===== src/hw/pse_pkg.sv =====
// Package with register map, field positions and reset values of the status block
package pse_pkg;
   // Register indices (printed offsets) and byte addresses
   localparam logic [7:0] STATUS_IDX      = 8'h11;
   localparam logic [7:0] ENABLE_IDX      = 8'h12;
   localparam logic [7:0] PENDING_IDX     = 8'h13;
   localparam logic [7:0] IRQ_CFG_IDX     = 8'h14;
   localparam logic [9:0] STATUS_ADDR     = {STATUS_IDX, 2'b00};
   localparam logic [9:0] ENABLE_ADDR     = {ENABLE_IDX, 2'b00};
   localparam logic [9:0] PENDING_ADDR    = {PENDING_IDX, 2'b00};
   localparam logic [9:0] IRQ_CFG_ADDR    = {IRQ_CFG_IDX, 2'b00};
   // Status register field positions
   localparam int RATE_HI        = 15;
   localparam int RATE_LO        = 14;
   localparam int DUPLEX_BIT     = 13;
   localparam int PAGE_BIT       = 12;
   localparam int RESOLVED_BIT   = 11;
   localparam int LINK_BIT       = 10;
   localparam int CROSS_CD_BIT   = 9;
   localparam int CROSS_AB_BIT   = 8;
   localparam int GIG_MASK_BIT   = 7;
   localparam int SLEEP_BIT      = 6;
   localparam int CHPOL_HI       = 5;
   localparam int CHPOL_LO       = 2;
   localparam int POL10_BIT      = 1;
   localparam int JABBER_BIT     = 0;
   // Event / enable bit positions
   localparam int EV_NEG_FAULT   = 15;
   localparam int EV_RATE        = 14;
   localparam int EV_DUPLEX      = 13;
   localparam int EV_PAGE        = 12;
   localparam int EV_NEG_DONE    = 11;
   localparam int EV_LINK        = 10;
   localparam int EV_FALSE_CAR   = 8;
   localparam int EV_PAIR_SWAP   = 6;
   localparam int EV_DOWNSHIFT   = 5;
   localparam int EV_DOZE        = 4;
   localparam int EV_WAKE        = 3;
   localparam int EV_MAC_IF_ERR  = 2;
   localparam int EV_POL         = 1;
   localparam int EV_JABBER      = 0;
   // Writable enables; bits 9 and 7 are reserved
   localparam logic [15:0] ENABLE_WMASK   = 16'hfd7f;
   localparam logic [15:0] ENABLE_RESET   = 16'h0000;
   localparam logic [15:0] PENDING_RESET  = 16'h0000;
   localparam logic        POL10_RESET    = 1'b1;
   localparam int          IRQ_LOW_BIT    = 13;
   localparam logic        IRQ_LOW_RESET  = 1'b1;
   localparam logic [31:0] UNMAPPED_DATA  = 32'h0000_0000;
endpackage


===== src/hw/pse_sync.sv =====
// Two-flop synchroniser for a vector of level inputs
`timescale 1ns/100ps
module pse_sync #(
   parameter int WIDTH = 1,
   parameter logic [WIDTH-1:0] INIT = '0
) (
   input  wire logic             core_clk,
   input  wire logic             rst,
   input  wire logic             clk_en,
   input  wire logic [WIDTH-1:0] d,
   output logic      [WIDTH-1:0] q
);
   logic [WIDTH-1:0] meta_ff;
   logic [WIDTH-1:0] q_ff;

   // First stage read only by the second stage
   always_ff @(posedge core_clk) begin
      if (rst) begin
         meta_ff <= INIT;
         q_ff    <= INIT;
      end else if (clk_en) begin
         meta_ff <= d;
         q_ff    <= meta_ff;
      end
   end

   assign q = q_ff;
endmodule


===== src/hw/pse_top.sv =====
// Status summary and event enable registers with interrupt output, Avalon-MM slave
// Overview of operation
// - status bits 15:14 give speed: 00 10M, 01 100M, 10 1000M, 11 reserved.
// - status bit 13 shows full duplex as one, half as zero; resets zero.
// - status bit 12 latches page received until the status register is read.
// - status bit 11 is one when negotiation finished or disabled.
// - status bit 10 shows link up; resets zero.
// - bit 9 gives C/D crossover, bit 8 gives A/B crossover resolution.
// - bit 7 is one while negotiating with gigabit abilities masked.
// - bit 6 is one while the device sleeps.
// - bits 5:2 show reversed polarity of channels D..A in gigabit link.
// - bit 1 shows 10 Mbps polarity correct as one; resets one.
// - bit 0 mirrors jabber detect; reading status does not clear it.
// - interrupt only for events whose enable bit is set.
// - enable bits 15..10 are read-write, reset zero.
// - enable bits 8,6,5,4,3 are read-write, reset zero.
// - enable bits 9 and 7 read zero and ignore writes.
// - enable bits 2,1,0 are read-write, reset zero.
// - pending bits set regardless of enable; cleared by reading pending register.
// - interrupt active low by default; config bit clear selects active high.
`timescale 1ns/100ps
module pse_top (
   input  wire logic        core_clk,
   input  wire logic        rst,
   input  wire logic        clk_en,
   // Avalon-MM slave
   input  wire logic [9:0]  avs_address,
   input  wire logic        avs_read,
   input  wire logic        avs_write,
   input  wire logic [31:0] avs_writedata,
   input  wire logic [3:0]  avs_byteenable,
   output logic      [31:0] avs_readdata,
   output logic             avs_waitrequest,
   // Live PHY state, from outside this clock domain
   input  wire logic [1:0]  rate_in,
   input  wire logic        full_duplex_in,
   input  wire logic        neg_resolved_in,
   input  wire logic        link_up_in,
   input  wire logic        cross_resolved_pairs_cd,
   input  wire logic        cross_resolved_pairs_ab,
   input  wire logic        gig_masking_active,
   input  wire logic        doze_in,
   input  wire logic [3:0]  channel_polarity_reversed,
   input  wire logic        pol10_correct_in,
   input  wire logic        jabber_in,
   // Event pulses from same-domain logic
   input  wire logic        page_rx_evt,
   input  wire logic        neg_fault_evt,
   input  wire logic        neg_done_evt,
   input  wire logic        false_carrier_evt,
   input  wire logic        downshift_evt,
   input  wire logic        wake_packet_evt,
   input  wire logic        mac_if_error_evt,
   // Interrupt pin level
   output logic             irq_pin
);
   // Synchronised live state
   logic [1:0]  rate_s;
   logic        duplex_s;
   logic        resolved_s;
   logic        link_s;
   logic        cd_s;
   logic        ab_s;
   logic        gmask_s;
   logic        doze_s;
   logic [3:0]  chpol_s;
   logic        pol10_s;
   logic        jabber_s;
   logic [17:0] sync_in;
   logic [17:0] sync_out;

   // Registers
   logic [15:0] event_enable_mask_ff;
   logic [15:0] event_pending_reg_ff;
   logic        page_latch_ff;
   logic        irq_low_ff;
   logic        irq_pin_ff;
   logic [31:0] rdata_ff;
   logic        ack_ff;
   logic [17:0] prev_ff;
   logic [2:0]  fill_ff;

   // Single synchroniser; polarity bit resets one so no false event at start
   assign sync_in = {rate_in, full_duplex_in, neg_resolved_in, link_up_in,
                     cross_resolved_pairs_cd, cross_resolved_pairs_ab,
                     gig_masking_active, doze_in, channel_polarity_reversed,
                     pol10_correct_in, jabber_in, 3'b000};

   pse_sync #(
      .WIDTH (18),
      .INIT  (18'h00010)
   ) u_sync (
      .core_clk (core_clk),
      .rst      (rst),
      .clk_en   (clk_en),
      .d        (sync_in),
      .q        (sync_out)
   );

   assign rate_s     = sync_out[17:16];
   assign duplex_s   = sync_out[15];
   assign resolved_s = sync_out[14];
   assign link_s     = sync_out[13];
   assign cd_s       = sync_out[12];
   assign ab_s       = sync_out[11];
   assign gmask_s    = sync_out[10];
   assign doze_s     = sync_out[9];
   assign chpol_s    = sync_out[8:5];
   assign pol10_s    = sync_out[4];
   assign jabber_s   = sync_out[3];

   // Bus decode; every access answers one cycle after it is seen
   logic        access;
   logic        rd_fire;
   logic        wr_fire;
   logic        hit_status;
   logic        hit_enable;
   logic        hit_pending;
   logic        hit_cfg;
   logic [15:0] lane_mask;
   assign access      = (avs_read | avs_write) & ~ack_ff;
   assign rd_fire     = avs_read & ~ack_ff & clk_en;
   assign wr_fire     = avs_write & ~ack_ff & clk_en;
   assign hit_status  = avs_address == pse_pkg::STATUS_ADDR;
   assign hit_enable  = avs_address == pse_pkg::ENABLE_ADDR;
   assign hit_pending = avs_address == pse_pkg::PENDING_ADDR;
   assign hit_cfg     = avs_address == pse_pkg::IRQ_CFG_ADDR;
   assign lane_mask   = {{8{avs_byteenable[1]}}, {8{avs_byteenable[0]}}};

   // Status word assembly
   logic [15:0] status_word;
   assign status_word[pse_pkg::RATE_HI:pse_pkg::RATE_LO]   = rate_s;
   assign status_word[pse_pkg::DUPLEX_BIT]                 = duplex_s;
   assign status_word[pse_pkg::PAGE_BIT]                   = page_latch_ff;
   assign status_word[pse_pkg::RESOLVED_BIT]               = resolved_s;
   assign status_word[pse_pkg::LINK_BIT]                   = link_s;
   assign status_word[pse_pkg::CROSS_CD_BIT]               = cd_s;
   assign status_word[pse_pkg::CROSS_AB_BIT]               = ab_s;
   assign status_word[pse_pkg::GIG_MASK_BIT]               = gmask_s;
   assign status_word[pse_pkg::SLEEP_BIT]                  = doze_s;
   assign status_word[pse_pkg::CHPOL_HI:pse_pkg::CHPOL_LO] = chpol_s;
   assign status_word[pse_pkg::POL10_BIT]                  = pol10_s;
   assign status_word[pse_pkg::JABBER_BIT]                 = jabber_s;

   // Change detection on live state; masked until the synchroniser has refilled
   logic        rate_chg;
   logic        duplex_chg;
   logic        link_chg;
   logic        cross_chg;
   logic        doze_chg;
   logic        pol_chg;
   logic        jab_rise;
   logic [17:0] diff;
   assign diff       = (sync_out ^ prev_ff) & {18{fill_ff[2]}};
   assign rate_chg   = |diff[17:16];
   assign duplex_chg = diff[15];
   assign link_chg   = diff[13];
   assign cross_chg  = |diff[12:11];
   assign doze_chg   = diff[9];
   assign pol_chg    = |diff[8:4];
   assign jab_rise   = diff[3] & sync_out[3];

   // Event vector in pending-bit layout
   logic [15:0] events;
   assign events = {neg_fault_evt, rate_chg, duplex_chg, page_rx_evt,
                    neg_done_evt, link_chg, 1'b0, false_carrier_evt,
                    1'b0, cross_chg, downshift_evt, doze_chg,
                    wake_packet_evt, mac_if_error_evt, pol_chg, jab_rise};

   // Next values; set beats the read clear in the same cycle
   logic [15:0] nxt_event_pending_reg;
   logic        nxt_page_latch;
   logic [15:0] nxt_event_enable_mask;
   logic        nxt_irq_low;
   logic        irq_active;
   logic        nxt_irq_pin;
   assign nxt_event_pending_reg = ((rd_fire & hit_pending) ? 16'h0000
                                   : event_pending_reg_ff) | events;
   assign nxt_page_latch = ((rd_fire & hit_status) ? 1'b0 : page_latch_ff)
                           | page_rx_evt;
   assign nxt_event_enable_mask = (wr_fire & hit_enable)
      ? ((event_enable_mask_ff & ~(lane_mask & pse_pkg::ENABLE_WMASK))
         | (avs_writedata[15:0] & lane_mask & pse_pkg::ENABLE_WMASK))
      : event_enable_mask_ff;
   assign nxt_irq_low = (wr_fire & hit_cfg & avs_byteenable[1])
                        ? avs_writedata[pse_pkg::IRQ_LOW_BIT] : irq_low_ff;
   assign irq_active  = |(event_pending_reg_ff & event_enable_mask_ff);
   assign nxt_irq_pin = irq_low_ff ? ~irq_active : irq_active;

   // Read mux; writes to status fall through unused
   logic [31:0] nxt_rdata;
   assign nxt_rdata = hit_status  ? {16'h0000, status_word}
                    : hit_enable  ? {16'h0000, event_enable_mask_ff}
                    : hit_pending ? {16'h0000, event_pending_reg_ff}
                    : hit_cfg     ? {18'h00000, irq_low_ff, 13'h0000}
                    : pse_pkg::UNMAPPED_DATA;

   // Register state
   always_ff @(posedge core_clk) begin
      if (rst) begin
         event_enable_mask_ff <= pse_pkg::ENABLE_RESET;
         event_pending_reg_ff <= pse_pkg::PENDING_RESET;
         page_latch_ff        <= 1'b0;
         irq_low_ff           <= pse_pkg::IRQ_LOW_RESET;
      end else if (clk_en) begin
         event_enable_mask_ff <= nxt_event_enable_mask;
         event_pending_reg_ff <= nxt_event_pending_reg;
         page_latch_ff        <= nxt_page_latch;
         irq_low_ff           <= nxt_irq_low;
      end
   end

   // Previous sample; three edges pass before both copies hold live data,
   // so a reset in mid-run does not report the old state as a change
   always_ff @(posedge core_clk) begin
      if (rst) begin
         prev_ff <= 18'h00010;
         fill_ff <= 3'b000;
      end else if (clk_en) begin
         prev_ff <= sync_out;
         fill_ff <= {fill_ff[1:0], 1'b1};
      end
   end

   // Bus answer and pin; idle pin is inactive high after reset
   always_ff @(posedge core_clk) begin
      if (rst) begin
         ack_ff     <= 1'b0;
         rdata_ff   <= 32'h0000_0000;
         irq_pin_ff <= 1'b1;
      end else if (clk_en) begin
         ack_ff     <= access;
         irq_pin_ff <= nxt_irq_pin;
         if (rd_fire) begin
            rdata_ff <= nxt_rdata;
         end
      end
   end

   // Waitrequest held high until the answer cycle
   logic wait_ff;
   always_ff @(posedge core_clk) begin
      if (rst) begin
         wait_ff <= 1'b1;
      end else if (clk_en) begin
         wait_ff <= ~access;
      end
   end

   assign avs_waitrequest = wait_ff;
   assign avs_readdata    = rdata_ff;
   assign irq_pin         = irq_pin_ff;
endmodule


===== config.mk =====
export PLATFORM = sky130hd
export DESIGN_NAME = pse_top
export DESIGN_NICKNAME = d
export VERILOG_FILES = /design/src/hw/pse_pkg.sv /design/src/hw/pse_sync.sv /design/src/hw/pse_top.sv
export SDC_FILE = /design/constraint.sdc
export NUM_CORES = 1
export LEC_CHECK = 0
export ABC_AREA = 1
export BUFFER_PORTS_ARGS = -buffer_cell sky130_fd_sc_hd__buf_2
export CORE_MARGIN = 4
export CORE_UTILIZATION = 28
export DETAILED_ROUTE_END_ITERATION = 12
export GPL_TIMING_DRIVEN = 1
export MAX_ROUTING_LAYER = met4
export PLACE_DENSITY_LB_ADDON = 0.3
export SYNTH_ARGS = -nofsm -noshare
export SYNTH_HDL_FRONTEND = slang
export SYNTH_SLANG_ARGS = --single-unit

===== constraint.sdc =====
create_clock -name core_clk -period 1.9 [get_ports core_clk]
set_input_delay 0.095 -clock core_clk [delete_from_list [all_inputs] [get_ports core_clk]]
set_output_delay 0.095 -clock core_clk [all_outputs]
set_load 0.03 [all_outputs]

== After elaboration in Yosys (flattened, before gate mapping) ==
Cells that the tools add are included.
Storage, ports and cells
  output and inout port bits: 34
  flip-flop bits (word level): 117
  input bits: 73
Cells by class
  eq/ne operators: 4
  reduce and logical (&&, ||, !) cells: 7
  bitwise operators: 24
  multiplexer cells: 7
Operators by type and width (count)
  $mux 16: 4
  $and 16x16->16: 3
  $eq 10x7->1 const B: 4
  $or 16x16->16: 2
  $and 18x18->18: 1
  $xor 18x18->18: 1
  $not 16->16: 1
  $reduce_or 16->1: 1
  $mux 14: 1
  $and 1x1->1: 11
  $reduce_and 2->1: 3
  $reduce_or 5->1: 1
  $reduce_or 2->1: 2
  $not 1->1: 3
  $mux 1: 2
  $or 1x1->1: 2

== Logic depth before layout (Yosys ltp) ==
  depth in word-level cells: 6
  depth in mapped cells: 9
  depth with buffers taken out: 9

== By module ==
Synthesis repeated with hierarchy kept, for this count alone.
Second synthesis, totals
  cell total of the unflattened synthesis: 676
  area total of the unflattened synthesis: 4710.8 sq um
Modules (own cells, without submodules)
  pse_top: area each 3214.3 sq um, cells each 451, times used 1
  pse_sync: area each 1496.4 sq um, cells each 225, times used 1

== Least setup slack after synthesis ==
OpenSTA, ideal clock, no wires.
  kind: flip-flop to flip-flop
  start point: reg ack_ff
  end point: reg event_pending_reg_ff[10]
  clock period less this slack: 1.175 ns
  slack: 0.725 ns
  data required time: 1.768 ns
  cell stages (with the launch flop): 8
  data arrival time: 1.043 ns
  path through: dfxtp_1 inv_1 nand3_2 inv_2 nand3_1 buf_2 nand2_1 a21oi_1
On the way
  word-level cells in the longest chain between the ends: 6
RTL lines
  from (decl): RTL line pse_top.sv:79  | logic ack_ff;
  from (signal assigned): RTL line pse_top.sv:232  | ack_ff <= access;
  $not 1->1: RTL line pse_top.sv:122  | assign rd_fire = avs_read & ~ack_ff & clk_en;
  $and 1x1->1 (2 in series): RTL line pse_top.sv:122
  $and 1x1->1: RTL line pse_top.sv:177  | assign nxt_event_pending_reg = ((rd_fire & hit_pending) ? 16'h0000
  $mux 16: RTL line pse_top.sv:177
  $or 16x16->16: RTL line pse_top.sv:178  | : event_pending_reg_ff) | events;
  to (signal assigned): RTL line pse_top.sv:202  | event_pending_reg_ff <= pse_pkg::PENDING_RESET;
  to (signal assigned): RTL line pse_top.sv:207  | event_pending_reg_ff <= nxt_event_pending_reg;
  to (decl): RTL line pse_top.sv:74  | logic [15:0] event_pending_reg_ff;
No other way between the ends.
A chain may end at the register's enable or synchronous reset.

== Worst setup path after layout ==
  start point: reg ack_ff
  end point: reg rdata_ff[14] (netlist: avs_readdata[14])
On the way
  word-level cells in the longest chain between the ends: 4
RTL lines
  $not 1->1: RTL line pse_top.sv:122
  $and 1x1->1 (2 in series): RTL line pse_top.sv:122
  $reduce_and 2->1 (no source line)
  to (signal assigned): RTL line pse_top.sv:235  | rdata_ff <= nxt_rdata;
  to (decl): RTL line pse_top.sv:78  | logic [31:0] rdata_ff;
No other way between the ends.

==> metrics.txt <==
outcome=complete, no violations; I/O Buffers=70; clk slew on worst S/H paths=0.06 ns; Global Route Usage Sum=0.136; vias per std cell=4.61; mux share of post-synthesis cell area=0; Worst path max stage delay=0.31 ns; Post-CTS Hold Buffers=16; worst vdd ir=0.000393 V; DR iter-0 viols=283; H-tree depth=3; Hold Worst Slack=0.0153 ns; CP Cell Sequence=inv_1 > nand3_2 > inv_2 > nand3_1 > inv_2 > nand2_1 > nand2_1 > inv_1 > a21oi_1; Distinct cells, synth=29; # IOs=around 110; Setup Fix Bufs, Post-CTS=0; maxcap violations=0; Worst slew margin=0.587; CP Class=reg2reg; CP max-delay cell=dfxtp_1; commonest non-fill, non-tap cells in the layout=dfxtp_1 (95), nand2_1 (76), nand3_1 (70), buf_2 (70), nor2_1 (67); Hold Crit Class=in2reg; Cells after Synth=562; CTS Buf Count=9; GRT Residual Overflow=0; Ys Warns=0; synthesized cell area=4270 µm²; total die area=17,300 µm²; # setup viols final=0; DRT Pass-1 Iters=4; first-pass GRT wire length=18.5 mm; Post-Synth Simple-Gate Area=0.244; CP Data Required Time=approximately 2.2 ns; post-route clock period utilization=0.726; die height=around 130 µm; register area share after synthesis=0.446; Post-CTS Resized=0; largest net degree at the start of global routing=50; final slew viol count=0; Synth Area in XOR/XNOR=0.0205; Critical Path AT=1.65 ns; CTS max path bufs=2; post-synth top area cell=dfxtp_1; DRC viols=0; Routed WL=11.3 mm; Max Clock Skew=about 0.0050 ns; Root Buffer=clkbuf_16; clock sinks=95; Setup crit end kind=register; layout cells sized above 1=0.201; top cell type's share of synthesized area=0.446; Avg WL per Cell=13.7 µm; Starting Density=0.289; Area contributors post-synth=dfxtp_1 (45%), nand3_1 (8.2%), a21oi_1 (7.0%); Mean Syn Cell Area=7.59 µm²; core area=14,800 µm²; Compound-Gate Fraction of Synth Area=0.178; initial antenna violation count=0; largest family of logic cells by synthesized area=simple AND/OR/NAND/NOR gates; Hold Fails Final Rpt=0; CTS tree=done; final core occ=0.352; Max Clk Rate=approximately 730 MHz; Syn-to-layout area delta=21.9%; Post-DRT Antenna Nets=0; Worst-Skew Late Latency=between 0.3 and 0.4 ns; cell row count=44; setup_tns=0 ns; nets@finish=712; # diodes=0; leakage=around 0.0022 µW; Yosys reg bits=95; Synth Area in Adders=0; RSZ-0062 raised after global routing=false; hpwl dp=8.27 mm; type of origin of the critical path=register; design area=5200 µm²; DP Area=approximately 4700 µm²; vias in the first global route=between 3,000 and 4,000; Min Clock Period, post-route=1.38 ns; Power Density=873 nW/µm²; Crit Path Max Fanout=15; Vias=3,802; worst-margin pin slew=0.619 ns; commonest non-fill, non-tap cell in the layout=dfxtp_1; Die X=131 µm; RePlAce Congestion=0.835
-- layout make-up --
cell class / instances / area [µm²]
well taps: 184 / 230
flip-flops and latches: 95 / 1900
multi-input cells: 386 / 1950
inverters: 47 / 178
clock buffers: 9 / 225
repair buffers: 100 / 616
fillers: 1602 / 9560
clock inverters: 4 / 97.6
-- cells by family after synthesis --
logic type	count (synthesis)
AO/OA/AOI/OAI	129
XOR/XNOR	10
buffers and inverters	96
flip-flops	95
other	1
AND/OR/NAND/NOR	231
-- per-stage QoR --
stage | setup WS, ns | power, µW | cells
2_1_floorplan | 0.725 | 2450 | 577
3_3_place_gp | 0.458 | 2550 | 796
3_5_place_dp | 0.417 | 2560 | 796
4_1_cts | 0.509 | 4590 | 825
5_1_grt | 0.354 | 4720 | 825
6_report | 0.521 | 4540 | 825
-- Yosys cell counts (all sizes together) --
| cell type | number |
|---|---|
| a211oi | 14 |
| a21oi | 60 |
| buf | 35 |
| clkbuf | 14 |
| clkinv | 1 |
| conb | 1 |
| dfxtp | 95 |
| inv | 46 |
| nand2 | 81 |
| nand3 | 72 |
| nand3b | 3 |
| nand4 | 2 |
| nor2 | 73 |
| o211ai | 2 |
| o21a | 1 |
| o21ai | 51 |
| o21bai | 1 |
| xnor2 | 4 |
| xor2 | 6 |
-- report_power, final --
| part | switching, µW | internal [µW] | leakage (µW) |
|---|---|---|---|
| Clock | 734 | 1260 | 0.000153 |
| Sequential | 52.4 | 2080 | 0.000779 |
| Combinational | 260 | 152 | 0.00128 |
-- worst max-delay path, delay by kind of cell, from the launching register on --
family          cells  cell delay [ns]
compound gates      1             0.11
buf+inv             4             0.47
flops               1             0.31
simple gates        4             0.40
-- path summary, 6_finish.rpt --
kind	depth (start not counted)	to	slack, ns	start
min reg2reg	2	avs_waitrequest$_SDFFE_PP1P_	0.45	avs_waitrequest$_SDFFE_PP1P_
max reg2reg	9	avs_readdata[14]$_SDFFE_PP0P_	0.52	ack_ff$_SDFFE_PP0P_
min	3	event_pending_reg_ff[2]$_SDFFE_PP0P_	0.02	mac_if_error_evt
max	9	avs_readdata[14]$_SDFFE_PP0P_	0.52	ack_ff$_SDFFE_PP0P_
-- metal layers --
layer	global-route usage	up-vias	routed length, µm
li1	-	1969	-
met1	0.174	1719	5330
met2	0.209	102	4970
met3	0.0413	12	821
met4	0.0373	0	172
met5	-	-	0
Power figures use the tool's default switching activity.
